[src/logic/ptmr_pkg.sv]
// constants and types for the paired 16/32-bit timer block
// assumes one clock domain and software access over an avalon-mm slave
package ptmr_pkg;
  // word indices on the avalon bus
  localparam logic [3:0] ADDR_CTL_EVEN = 4'h0;
  localparam logic [3:0] ADDR_CTL_ODD = 4'h1;
  localparam logic [3:0] ADDR_CNT_LO = 4'h2;
  localparam logic [3:0] ADDR_CNT_HI = 4'h3;
  localparam logic [3:0] ADDR_PER_LO = 4'h4;
  localparam logic [3:0] ADDR_PER_HI = 4'h5;
  localparam logic [3:0] ADDR_HOLD = 4'h6;
  localparam logic [3:0] ADDR_STATUS = 4'h7;
  localparam logic [3:0] ADDR_MASK = 4'h8;
  // control field positions
  localparam int BIT_EN = 15;
  localparam int BIT_SIDL = 13;
  localparam int BIT_GATE = 6;
  localparam int BIT_PS_HI = 5;
  localparam int BIT_PS_LO = 4;
  localparam int BIT_JOIN = 3;
  localparam int BIT_CS = 1;
  // implemented bits of each control register
  localparam logic [15:0] CTL_EVEN_MASK = 16'ha07a;
  localparam logic [15:0] CTL_ODD_MASK = 16'ha072;
  // reset values
  localparam logic [15:0] CTL_RST = 16'h0000;
  localparam logic [15:0] CNT_RST = 16'h0000;
  localparam logic [15:0] PER_RST = 16'hffff;
  // prescaler terminal counts for 1:1, 1:8, 1:64, 1:256
  localparam logic [7:0] PS_LIM_1 = 8'h00;
  localparam logic [7:0] PS_LIM_8 = 8'h07;
  localparam logic [7:0] PS_LIM_64 = 8'h3f;
  localparam logic [7:0] PS_LIM_256 = 8'hff;
  // status and mask bit positions, then timer indices
  localparam int ST_EVEN = 0;
  localparam int ST_ODD = 1;
  localparam int T_EVEN = 0;
  localparam int T_ODD = 1;

  typedef struct packed {
    logic [1:0][15:0] ctl;
    logic [1:0][15:0] cnt;
    logic [1:0][15:0] per;
    logic [1:0][7:0] pre;
    logic [1:0] ext_prev;
    logic [15:0] hold;
    logic [1:0] status;
    logic [1:0] mask;
    logic wait_r;
    logic [31:0] rdata;
    logic irq;
    logic adc;
  } ptmr_state_t;
endpackage : ptmr_pkg

[src/logic/ptmr_top.sv]
// paired timer: two 16-bit synchronous timers or one 32-bit timer,
// with an avalon-mm register slave and a level interrupt
// assumes external pins are already synchronous to CLOCK
// Contract
// - even enable runs even or joined timer
// - join bit forms one 32-bit timer
// - odd control ignored while joined
// - joined uses even clock, odd flag
// - odd count word is upper, even lower
// - 32-bit period match raises interrupt
// - prescale field divides by 1/8/64/256
// - clock source: external rising edge or internal
// - gating only with internal clock
// - halt in idle when bit set
// - control write while enabled clears prescaler
// - adc trigger from odd or joined only
// - timers count synchronously only
// - unimplemented control bits read zero
//
// The placing of the registers and the Avalon-MM slave port are this design's own decisions.
`timescale 1ns/10ps
module ptmr_top
  import ptmr_pkg::*;
(
  // clock and reset
  input wire logic CLOCK,
  input wire logic SRST,
  // avalon-mm slave
  input wire logic [3:0] AVS_ADDRESS,
  input wire logic AVS_READ,
  input wire logic AVS_WRITE,
  input wire logic [31:0] AVS_WRITEDATA,
  input wire logic [3:0] AVS_BYTEENABLE,
  output logic [31:0] AVS_READDATA,
  output logic AVS_WAITREQUEST,
  // device pins
  input wire logic EXT_CLOCK_PIN_EVEN,
  input wire logic EXT_CLOCK_PIN_ODD,
  input wire logic IDLE_MODE,
  // events
  output logic IRQ,
  output logic ADC_TRIGGER
);

  ptmr_state_t s_q;
  ptmr_state_t s_d;

  function automatic logic [7:0] ps_limit(input logic [1:0] sel);
    logic [7:0] r;
    r = PS_LIM_1;
    unique case (sel)
      2'b00: r = PS_LIM_1;
      2'b01: r = PS_LIM_8;
      2'b10: r = PS_LIM_64;
      2'b11: r = PS_LIM_256;
    endcase
    return r;
  endfunction : ps_limit

  // merge low two byte lanes; upper lanes hold no storage
  function automatic logic [15:0] merge16(input logic [15:0] old, input logic [31:0] wd,
                                          input logic [3:0] be);
    logic [15:0] r;
    r = old;
    if (be[0]) begin
      r[7:0] = wd[7:0];
    end
    if (be[1]) begin
      r[15:8] = wd[15:8];
    end
    return r;
  endfunction : merge16

  logic join_w;
  logic [1:0] pin_w;
  logic [1:0] src_w;
  logic [1:0] run_w;
  logic [1:0] tick_w;
  logic [1:0] match_w;
  logic acc_rd;
  logic acc_wr;
  logic [31:0] c32;
  logic [31:0] p32;
  logic [31:0] rd_val;

  assign join_w = s_q.ctl[T_EVEN][BIT_JOIN];
  assign pin_w = {EXT_CLOCK_PIN_ODD, EXT_CLOCK_PIN_EVEN};
  assign c32 = {s_q.cnt[T_ODD], s_q.cnt[T_EVEN]};
  assign p32 = {s_q.per[T_ODD], s_q.per[T_EVEN]};
  // access completes at the edge where waitrequest is seen low
  assign acc_rd = AVS_READ && !s_q.wait_r;
  assign acc_wr = AVS_WRITE && !s_q.wait_r;

  always_comb begin
    rd_val = 32'h0000_0000;
    unique case (AVS_ADDRESS)
      ADDR_CTL_EVEN: rd_val[15:0] = s_q.ctl[T_EVEN] & CTL_EVEN_MASK;
      ADDR_CTL_ODD: rd_val[15:0] = s_q.ctl[T_ODD] & CTL_ODD_MASK;
      ADDR_CNT_LO: rd_val[15:0] = s_q.cnt[T_EVEN];
      ADDR_CNT_HI: rd_val[15:0] = s_q.cnt[T_ODD];
      ADDR_PER_LO: rd_val[15:0] = s_q.per[T_EVEN];
      ADDR_PER_HI: rd_val[15:0] = s_q.per[T_ODD];
      ADDR_HOLD: rd_val[15:0] = s_q.hold;
      ADDR_STATUS: rd_val[1:0] = s_q.status;
      ADDR_MASK: rd_val[1:0] = s_q.mask;
      default: rd_val = 32'h0000_0000;
    endcase
  end

  always_comb begin
    s_d = s_q;
    src_w = 2'b00;
    run_w = 2'b00;
    tick_w = 2'b00;
    match_w = 2'b00;
    s_d.ext_prev = pin_w;
    // prescaler per timer; in joined mode only the even one is live
    for (int i = 0; i < 2; i++) begin
      if (s_q.ctl[i][BIT_CS]) begin
        src_w[i] = pin_w[i] && !s_q.ext_prev[i];
      end else if (s_q.ctl[i][BIT_GATE]) begin
        src_w[i] = pin_w[i];
      end else begin
        src_w[i] = 1'b1;
      end
      run_w[i] = s_q.ctl[i][BIT_EN] && !(IDLE_MODE && s_q.ctl[i][BIT_SIDL]);
      if (i == T_ODD && join_w) begin
        run_w[i] = 1'b0;
      end
      if (run_w[i] && src_w[i]) begin
        // a prescaler left high by a rewrite while stopped must not run past a lower limit
        if (s_q.pre[i] >= ps_limit(s_q.ctl[i][BIT_PS_HI:BIT_PS_LO])) begin
          s_d.pre[i] = 8'h00;
          tick_w[i] = 1'b1;
        end else begin
          s_d.pre[i] = s_q.pre[i] + 8'h01;
        end
      end
    end
    // counting
    if (join_w) begin
      if (tick_w[T_EVEN]) begin
        if (c32 == p32) begin
          {s_d.cnt[T_ODD], s_d.cnt[T_EVEN]} = 32'h0000_0000;
          match_w[T_ODD] = 1'b1;
        end else begin
          {s_d.cnt[T_ODD], s_d.cnt[T_EVEN]} = c32 + 32'h0000_0001;
        end
      end
    end else begin
      for (int i = 0; i < 2; i++) begin
        if (tick_w[i]) begin
          if (s_q.cnt[i] == s_q.per[i]) begin
            s_d.cnt[i] = CNT_RST;
            match_w[i] = 1'b1;
          end else begin
            s_d.cnt[i] = s_q.cnt[i] + 16'h0001;
          end
        end
      end
    end
    s_d.adc = match_w[T_ODD];
    // bus handshake: one wait cycle, then the answer
    s_d.wait_r = !((AVS_READ || AVS_WRITE) && s_q.wait_r);
    if (AVS_READ && s_q.wait_r) begin
      s_d.rdata = rd_val;
      if (AVS_ADDRESS == ADDR_CNT_LO && join_w) begin
        s_d.hold = s_q.cnt[T_ODD];
      end
    end
    // clear only bits that software was shown, so late events survive
    if (acc_rd && AVS_ADDRESS == ADDR_STATUS) begin
      s_d.status = s_q.status & ~s_q.rdata[1:0];
    end
    s_d.status = s_d.status | match_w; // set wins over clear
    if (acc_wr) begin
      unique case (AVS_ADDRESS)
        ADDR_CTL_EVEN: begin
          s_d.ctl[T_EVEN] = merge16(s_q.ctl[T_EVEN], AVS_WRITEDATA, AVS_BYTEENABLE)
                            & CTL_EVEN_MASK;
          if (s_q.ctl[T_EVEN][BIT_EN]) begin
            s_d.pre[T_EVEN] = 8'h00;
          end
        end
        ADDR_CTL_ODD: begin
          s_d.ctl[T_ODD] = merge16(s_q.ctl[T_ODD], AVS_WRITEDATA, AVS_BYTEENABLE)
                           & CTL_ODD_MASK;
          if (s_q.ctl[T_ODD][BIT_EN]) begin
            s_d.pre[T_ODD] = 8'h00;
          end
        end
        ADDR_CNT_LO: s_d.cnt[T_EVEN] = merge16(s_q.cnt[T_EVEN], AVS_WRITEDATA, AVS_BYTEENABLE);
        ADDR_CNT_HI: s_d.cnt[T_ODD] = merge16(s_q.cnt[T_ODD], AVS_WRITEDATA, AVS_BYTEENABLE);
        ADDR_PER_LO: s_d.per[T_EVEN] = merge16(s_q.per[T_EVEN], AVS_WRITEDATA, AVS_BYTEENABLE);
        ADDR_PER_HI: s_d.per[T_ODD] = merge16(s_q.per[T_ODD], AVS_WRITEDATA, AVS_BYTEENABLE);
        ADDR_MASK: begin
          if (AVS_BYTEENABLE[0]) begin
            s_d.mask = AVS_WRITEDATA[1:0];
          end
        end
        default: s_d.hold = s_d.hold;
      endcase
    end
    s_d.irq = |(s_d.status & s_d.mask);
  end

  always_ff @(posedge CLOCK) begin
    if (SRST) begin
      s_q <= '{ctl: {CTL_RST, CTL_RST}, cnt: {CNT_RST, CNT_RST}, per: {PER_RST, PER_RST},
               pre: 16'h0000, ext_prev: 2'b00, hold: CNT_RST, status: 2'b00, mask: 2'b00,
               wait_r: 1'b1, rdata: 32'h0000_0000, irq: 1'b0, adc: 1'b0};
    end else begin
      s_q <= s_d;
    end
  end

  assign AVS_READDATA = s_q.rdata;
  assign AVS_WAITREQUEST = s_q.wait_r;
  assign IRQ = s_q.irq;
  assign ADC_TRIGGER = s_q.adc;

  a_bus_one_wait: assert property (@(posedge CLOCK) disable iff (SRST)
    (AVS_READ || AVS_WRITE) && s_q.wait_r |=> !s_q.wait_r ##1 s_q.wait_r)
    else $error("waitrequest did not drop for exactly one cycle");

  a_ctl_reserved_zero: assert property (@(posedge CLOCK) disable iff (SRST)
    AVS_READ && s_q.wait_r && AVS_ADDRESS == ADDR_CTL_ODD |=> (s_q.rdata & ~{16'h0000,
    CTL_ODD_MASK}) == 32'h0000_0000)
    else $error("reserved control bits read nonzero");

  a_adc_odd_only: assert property (@(posedge CLOCK) disable iff (SRST)
    !join_w && tick_w[T_EVEN] && s_q.cnt[T_EVEN] == s_q.per[T_EVEN] && !match_w[T_ODD]
    |=> !ADC_TRIGGER)
    else $error("even timer produced adc trigger");

  a_joined_odd_flag: assert property (@(posedge CLOCK) disable iff (SRST)
    join_w && tick_w[T_EVEN] && c32 == p32 |=> s_q.status[ST_ODD] && ADC_TRIGGER)
    else $error("joined match did not raise odd flag");

  a_joined_odd_idle: assert property (@(posedge CLOCK) disable iff (SRST)
    join_w |-> !tick_w[T_ODD])
    else $error("odd prescaler ran while joined");

  a_match_wraps: assert property (@(posedge CLOCK) disable iff (SRST)
    !join_w && tick_w[T_ODD] && s_q.cnt[T_ODD] == s_q.per[T_ODD] && !acc_wr
    |=> s_q.cnt[T_ODD] == 16'h0000 && s_q.status[ST_ODD])
    else $error("count did not clear on match");

  a_idle_halts: assert property (@(posedge CLOCK) disable iff (SRST)
    IDLE_MODE && s_q.ctl[T_EVEN][BIT_SIDL] && !acc_wr |=> $stable(s_q.cnt[T_EVEN]))
    else $error("timer counted in idle with halt bit set");

  a_div8_rate: assert property (@(posedge CLOCK) disable iff (SRST)
    tick_w[T_EVEN] && s_q.ctl[T_EVEN][BIT_PS_HI:BIT_PS_LO] == 2'b01 && !s_q.ctl[T_EVEN][BIT_CS]
    && !s_q.ctl[T_EVEN][BIT_GATE] && !AVS_WRITE && !IDLE_MODE
    |=> !tick_w[T_EVEN] [*7])
    else $error("1:8 prescale ticked early");

  a_ctl_wr_clears_pre: assert property (@(posedge CLOCK) disable iff (SRST)
    acc_wr && AVS_ADDRESS == ADDR_CTL_EVEN && s_q.ctl[T_EVEN][BIT_EN] |=> s_q.pre[T_EVEN] == 8'h00)
    else $error("control write did not clear prescaler");

  a_hold_latch: assert property (@(posedge CLOCK) disable iff (SRST)
    AVS_READ && s_q.wait_r && AVS_ADDRESS == ADDR_CNT_LO && join_w
    |=> s_q.hold == $past(s_q.cnt[T_ODD]))
    else $error("upper word not latched on low read");

  a_irq_level: assert property (@(posedge CLOCK) disable iff (SRST)
    IRQ |-> |(s_q.status & s_q.mask))
    else $error("interrupt high with no unmasked status");

  a_irq_follows: assert property (@(posedge CLOCK) disable iff (SRST)
    |(s_q.status & s_q.mask)
    |-> IRQ)
    else $error("interrupt low with unmasked status");

  // no disable here: this one looks at the outputs right after reset itself
  a_reset_quiet: assert property (@(posedge CLOCK)
    $past(SRST)
    |-> AVS_WAITREQUEST && !IRQ && !ADC_TRIGGER && AVS_READDATA == 32'h0000_0000)
    else $error("outputs not at rest after reset");

  a_wait_idle_high: assert property (@(posedge CLOCK) disable iff (SRST)
    !AVS_READ && !AVS_WRITE
    |=> AVS_WAITREQUEST)
    else $error("waitrequest low without a request");

  // counting checks; bus writes are excluded since they override the count
  a_even_stopped: assert property (@(posedge CLOCK) disable iff (SRST)
    !s_q.ctl[T_EVEN][BIT_EN] && !acc_wr
    |=> $stable(s_q.cnt[T_EVEN]))
    else $error("even count moved while disabled");

  a_odd_stopped: assert property (@(posedge CLOCK) disable iff (SRST)
    !join_w && !s_q.ctl[T_ODD][BIT_EN] && !acc_wr
    |=> $stable(s_q.cnt[T_ODD]))
    else $error("odd count moved while disabled");

  a_joined_holds: assert property (@(posedge CLOCK) disable iff (SRST)
    join_w && !tick_w[T_EVEN] && !acc_wr
    |=> $stable(c32))
    else $error("joined count moved without an even tick");

  a_joined_steps: assert property (@(posedge CLOCK) disable iff (SRST)
    join_w && tick_w[T_EVEN] && c32 != p32 && !acc_wr
    |=> c32 == $past(c32) + 32'h0000_0001)
    else $error("joined count did not step by one");

  a_joined_no_even: assert property (@(posedge CLOCK) disable iff (SRST)
    join_w && !s_q.status[ST_EVEN]
    |=> !s_q.status[ST_EVEN])
    else $error("even flag set while joined");

  a_single_steps: assert property (@(posedge CLOCK) disable iff (SRST)
    !join_w && tick_w[T_EVEN] && s_q.cnt[T_EVEN] != s_q.per[T_EVEN] && !acc_wr
    |=> s_q.cnt[T_EVEN] == $past(s_q.cnt[T_EVEN]) + 16'h0001)
    else $error("even count did not step by one");

  a_even_wraps: assert property (@(posedge CLOCK) disable iff (SRST)
    !join_w && tick_w[T_EVEN] && s_q.cnt[T_EVEN] == s_q.per[T_EVEN] && !acc_wr
    |=> s_q.cnt[T_EVEN] == 16'h0000 && s_q.status[ST_EVEN])
    else $error("even count did not clear on match");

  // clock source, gating, prescale, idle, adc and control register checks
  a_ext_edge_only: assert property (@(posedge CLOCK) disable iff (SRST)
    s_q.ctl[T_EVEN][BIT_CS] && !(pin_w[T_EVEN] && !s_q.ext_prev[T_EVEN])
    |-> !tick_w[T_EVEN])
    else $error("external source ticked without a rising edge");

  a_gate_low_holds: assert property (@(posedge CLOCK) disable iff (SRST)
    !s_q.ctl[T_EVEN][BIT_CS] && s_q.ctl[T_EVEN][BIT_GATE] && !pin_w[T_EVEN]
    |-> !tick_w[T_EVEN])
    else $error("gated timer ticked with gate low");

  a_gate_ignored: assert property (@(posedge CLOCK) disable iff (SRST)
    s_q.ctl[T_EVEN][BIT_CS] && s_q.ctl[T_EVEN][BIT_GATE] && s_q.ext_prev[T_EVEN]
    |-> !tick_w[T_EVEN])
    else $error("gate level counted with external source");

  a_div1_rate: assert property (@(posedge CLOCK) disable iff (SRST)
    run_w[T_EVEN] && src_w[T_EVEN] && s_q.ctl[T_EVEN][BIT_PS_HI:BIT_PS_LO] == 2'b00
    |-> tick_w[T_EVEN])
    else $error("1:1 prescale missed a tick");

  a_idle_runs: assert property (@(posedge CLOCK) disable iff (SRST)
    IDLE_MODE && s_q.ctl[T_EVEN][BIT_EN] && !s_q.ctl[T_EVEN][BIT_SIDL]
    |-> run_w[T_EVEN])
    else $error("timer stopped in idle with halt bit clear");

  a_odd_wr_pre: assert property (@(posedge CLOCK) disable iff (SRST)
    acc_wr && AVS_ADDRESS == ADDR_CTL_ODD && s_q.ctl[T_ODD][BIT_EN]
    |=> s_q.pre[T_ODD] == 8'h00)
    else $error("odd control write did not clear prescaler");

  a_adc_with_flag: assert property (@(posedge CLOCK) disable iff (SRST)
    ADC_TRIGGER
    |-> s_q.status[ST_ODD])
    else $error("adc trigger without odd flag");

  a_sync_tick: assert property (@(posedge CLOCK) disable iff (SRST)
    tick_w[T_ODD]
    |-> run_w[T_ODD] && src_w[T_ODD])
    else $error("odd timer ticked outside the clock path");

  a_ctl_unused_even: assert property (@(posedge CLOCK) disable iff (SRST)
    AVS_READ && s_q.wait_r && AVS_ADDRESS == ADDR_CTL_EVEN
    |=> (s_q.rdata & ~{16'h0000, CTL_EVEN_MASK}) == 32'h0000_0000)
    else $error("reserved even control bits read nonzero");

  a_ctl_store_clean: assert property (@(posedge CLOCK) disable iff (SRST)
    1'b1
    |-> (s_q.ctl[T_EVEN] & ~CTL_EVEN_MASK) == 16'h0000)
    else $error("reserved even control bits stored");

endmodule : ptmr_top

[config.mk]
export PLATFORM = sky130hd
export DESIGN_NAME = ptmr_top
export DESIGN_NICKNAME = d
export VERILOG_FILES = /design/src/logic/ptmr_pkg.sv /design/src/logic/ptmr_top.sv
export SDC_FILE = /design/constraint.sdc
export NUM_CORES = 1
export LEC_CHECK = 0
export ABC_AREA = 1
export BUFFER_PORTS_ARGS = -buffer_cell sky130_fd_sc_hd__buf_4
export CAP_MARGIN = 10
export CELL_PAD_IN_SITES_DETAIL_PLACEMENT = 0
export CELL_PAD_IN_SITES_GLOBAL_PLACEMENT = 1
export CORE_ASPECT_RATIO = 1.4
export CORE_UTILIZATION = 42
export DETAILED_ROUTE_END_ITERATION = 7
export GPL_TIMING_DRIVEN = 0
export HOLD_SLACK_MARGIN = 0.06
export PLACE_DENSITY = 0.89
export REMOVE_ABC_BUFFERS = 1
export SETUP_SLACK_MARGIN = 0.4
export SLEW_MARGIN = 15
export SYNTH_ARGS = -nofsm -noshare
export SYNTH_HDL_FRONTEND = slang
export SYNTH_SLANG_ARGS = --single-unit
[constraint.sdc]
create_clock -name CLOCK -period 2.2 [get_ports CLOCK]
set_input_delay 0.11 -clock CLOCK [delete_from_list [all_inputs] [get_ports CLOCK]]
set_output_delay 0.11 -clock CLOCK [all_outputs]
set_load 0.01 [all_outputs]
==> results.md <==
- Final hold vios: 0
- Leak Pwr: 4.50 nW
- Initial antenna violation count: 0
- Post-synthesis sequential area ratio: 30.7%
- Fin worst setup slack: -192 ps
- Power share of the sequential group: 43.6%
- Die X: 124 um
- CP max-delay cell: dfxtp_2
- Register area: 2720 um2
- Ys Warns: 0
- Avg Synthesized Cell Area: 6.30 um2
- Multi-input gate area: 5700 um2
- DRC viols: 0
- Peak Freq: 0.418 GHz
- Slowest cell delay on critical path: 470 ps
- Total Routing Usage GR: 32.8%
- Fillers: 2039
- Unrepaired setup endpoints after global routing: true
- IO Pins: 82
- Die area: 21400 um2
- Failing checks: setup timing
- CP bufs+invs: 4
- Crit. End Element: flip-flop
- Post-DR wirelength/cell: 19.8 um
- HP Class: in2reg
- DP HPWL: 23.4 mm
- DRT iter0 DRCs: 796
- CTS H-tree depth: 4
- Crit path DAT: 2680 ps
- Share of the clock period used by the worst path: 109%
- Ratio of cells with drive above 1 in the final layout: 20.1%
- Post-DRT Antenna Nets: 0
- Clock power share: 48.8%
- Pre-CTS WS: -1180 ps
- Clk Latency, worst-skew pair: 440 ps
- Largest net degree at the start of global routing: 71
- Starting Density: 42.8%
- Int Pwr: 0.00410 W
- Via/cell ratio: 5.73
- Combinational share of power: 7.6%
- Clock sinks: 134
- Layout Nets: 1539
- PwrDens: 507 nW/um2
- Max VDD drop: 540 uV
- Distinct cells, synth: 51
- Initial DRT Pass Iterations: 6
- Number of synthesized register bits: 134
- CTS buffer count: 17
- Sw Share: 27.2%
- CTS tree: done
- Final WL: 34.4 mm
- CTS root buffer: clkbuf_16
- Outcome: finished with violations
- Worst-path cell chain: inv_2, nand2_1, nand2_1, nor2_2, nand2_1, nor2_1, nand2_2, inv_2, nand3_4, nand2_4, clkinvlp_4, buf_6, nand2_1, nand2_1, nand2_1, a21oi_1
- Worst-margin pin slew: 692 ps
- Clock transition at path regs: 60 ps
- Area Overhead vs Synth: 27.1%
- Crit path time final: 2390 ps
- Clock buffer depth: 2
- Fin util: 54.3%
- Max-Cap Viols: 0
- # setup viols final: 33
- Syn Std Cell Area: 8720 um2
- Data required time of the worst path: 2480 ps
- Final slew viol count: 0
- CP most frequent cell: nand2_1
- Synth Instances: 1384
- Cell Rows: 62
- GRT Residual Overflow: 0
- Net switching power: 0.00153 W
- Crit path kind: reg2reg
- Rel. slew slack: 53.7%
- Core area: 20400 um2
- Placer Congestion: 0.996
- First-pass GRT wire length: 52.3 mm
- DR vias: 9968
- # port buffers: 47
- Worst Skew: 13.6 ps
- Worst Setup Start Kind: flip-flop
- CP delay by family, top: simple AND/OR/NAND/NOR gates
- Critical-path maximum fanout: 7
- Diode count: 0
- Vias in the first global route: 9590
- Height of the chip: 173 um
[cells by family after synthesis]
family                   count (synthesis)  share of synthesized area [%]
multiplexers                             2                          0.229
AND/OR/NAND/NOR                        715                           34.7
adder cells (fa/ha/maj)                 20                           2.87
buffers and inverters                  221                           11.4
flip-flops                             134                           30.7
XOR/XNOR                                13                           1.31
other                                    1                         0.0430
AO/OA/AOI/OAI                          278                           18.7
[timing repair]
| action | 4_1_cts | 5_1_grt |
|---|---|---|
| cloned | 4 | 0 |
| hold buffers | 20 | 0 |
| resized for setup | 135 | 65 |
| setup buffers | 53 | 8 |
| pin swaps | 28 | 18 |
| endpoints found under the hold margin | 63 | 0 |
| setup endpoints to repair | 125 | 79 |
[worst min-delay path, stage by stage]
cell and delay (ps):
buf_4 180, nand3_1 90, a31oi_1 80
[synthesized netlist by cell type (all sizes together)]
library cell | number | area [um2]
nand2 | 404 | 1540
nor2 | 158 | 646
inv | 137 | 514
dfxtp | 134 | 2680
nand3 | 102 | 515
a21oi | 95 | 475
o21ai | 91 | 459
buf | 53 | 360
o211ai | 31 | 233
clkbuf | 28 | 105
nand4 | 25 | 156
ha | 20 | 250
nor3 | 18 | 116
a31oi | 14 | 87.6
xnor2 | 12 | 105
a32oi | 10 | 87.6
a221oi | 6 | 52.6
o22ai | 6 | 37.5
a211oi | 4 | 30.0
o21bai | 4 | 30.0
o31ai | 4 | 30.0
a22oi | 3 | 22.5
clkinv | 3 | 13.8
nor3b | 3 | 22.5
o41ai | 3 | 26.3
a32o | 2 | 20.0
and3 | 2 | 12.5
mux2i | 2 | 20.0
or2 | 2 | 12.5
a211o | 1 | 8.76
a21o | 1 | 7.51
a311oi | 1 | 8.76
conb | 1 | 3.75
nand3b | 1 | 7.51
o21a | 1 | 7.51
o221ai | 1 | 8.76
xor2 | 1 | 8.76
[power groups by stage]
stage | logic [W] | clock network, W | registers [W]
final | 0.000425 | 0.00275 | 0.00246
after global routing | 0.000448 | 0.00287 | 0.00246
after CTS | 0.000407 | 0.00276 | 0.00246
after detailed placement | 0.000334 | 0 | 0.00251
after global placement | 0.000327 | 0 | 0.00251
after floorplan | 0.000137 | 0 | 0.00251
[flip-flops by register name, summed over array words and instances, names as in the netlist]
signal	count
ADC_TRIGGER	1
c32	32
p32	32
IRQ	1
s_q	50
join_w	1
AVS_WAITREQUEST	1
AVS_READDATA	16
[cells in the final DEF (no fill, tap or decap), types with 17 or more instances in the layout]
master         synthesis  layout
nand3_1              101      91
inv_1                126     113
o211ai_1              31      31
clkbuf_16              0      17
nor2_1               147     120
inv_2                 11      18
a21oi_1               95      88
dlygate4sd3_1          0      20
nand2_1              397     378
buf_6                  2      18
o21ai_0               85      72
nand4_1               25      25
buf_4                 33      86
nor2_4                 5      22
dfxtp_1              134     117
[cell type report]
type                    instances  area share [%]
clock buffers                  20            4.12
clock inverters                12           0.824
inverters                     140            5.16
well taps                     256            2.89
repair buffers                133            11.1
multi-input cells            1046            51.4
flip-flops and latches        134            24.5
[path summary, 6_finish.rpt]
kind	startpoint	endpoint	slack [ps]	cells after the start
max	c32[17]	c32[18]	-190	16
min	AVS_BYTEENABLE[1]	c32[14]	70	3
max reg2reg	c32[17]	c32[18]	-190	16
min reg2reg	AVS_READDATA[14]	AVS_READDATA[14]	470	2
[through the flow]
step | cells | power, W | instance area, um2 | TNS (ps) | hold slack (ps)
after detailed placement | 1624 | 0.00285 | 9060 | -51160 | 348
after floorplan | 1318 | 0.00265 | 8320 | -25850 | 179
final | 1741 | 0.00563 | 11100 | -2260 | 74.1
after global placement | 1621 | 0.00284 | 8990 | -129850 | 330
after CTS | 1733 | 0.00562 | 10800 | -2090 | 62.2
after global routing | 1741 | 0.00577 | 11100 | -6990 | 101
[routing by layer]
| metal | global-route usage (%) | up-vias | part of all wire (%) |
|---|---|---|---|
| li1 | - | 4738 | - |
| met1 | 35.4 | 4595 | 37 |
| met2 | 55.0 | 457 | 48 |
| met3 | 4.39 | 178 | 5.3 |
| met4 | 28.7 | 0 | 9.4 |
| met5 | 0 | - | 0 |
No activity file was read; power rests on OpenSTA's default activity.
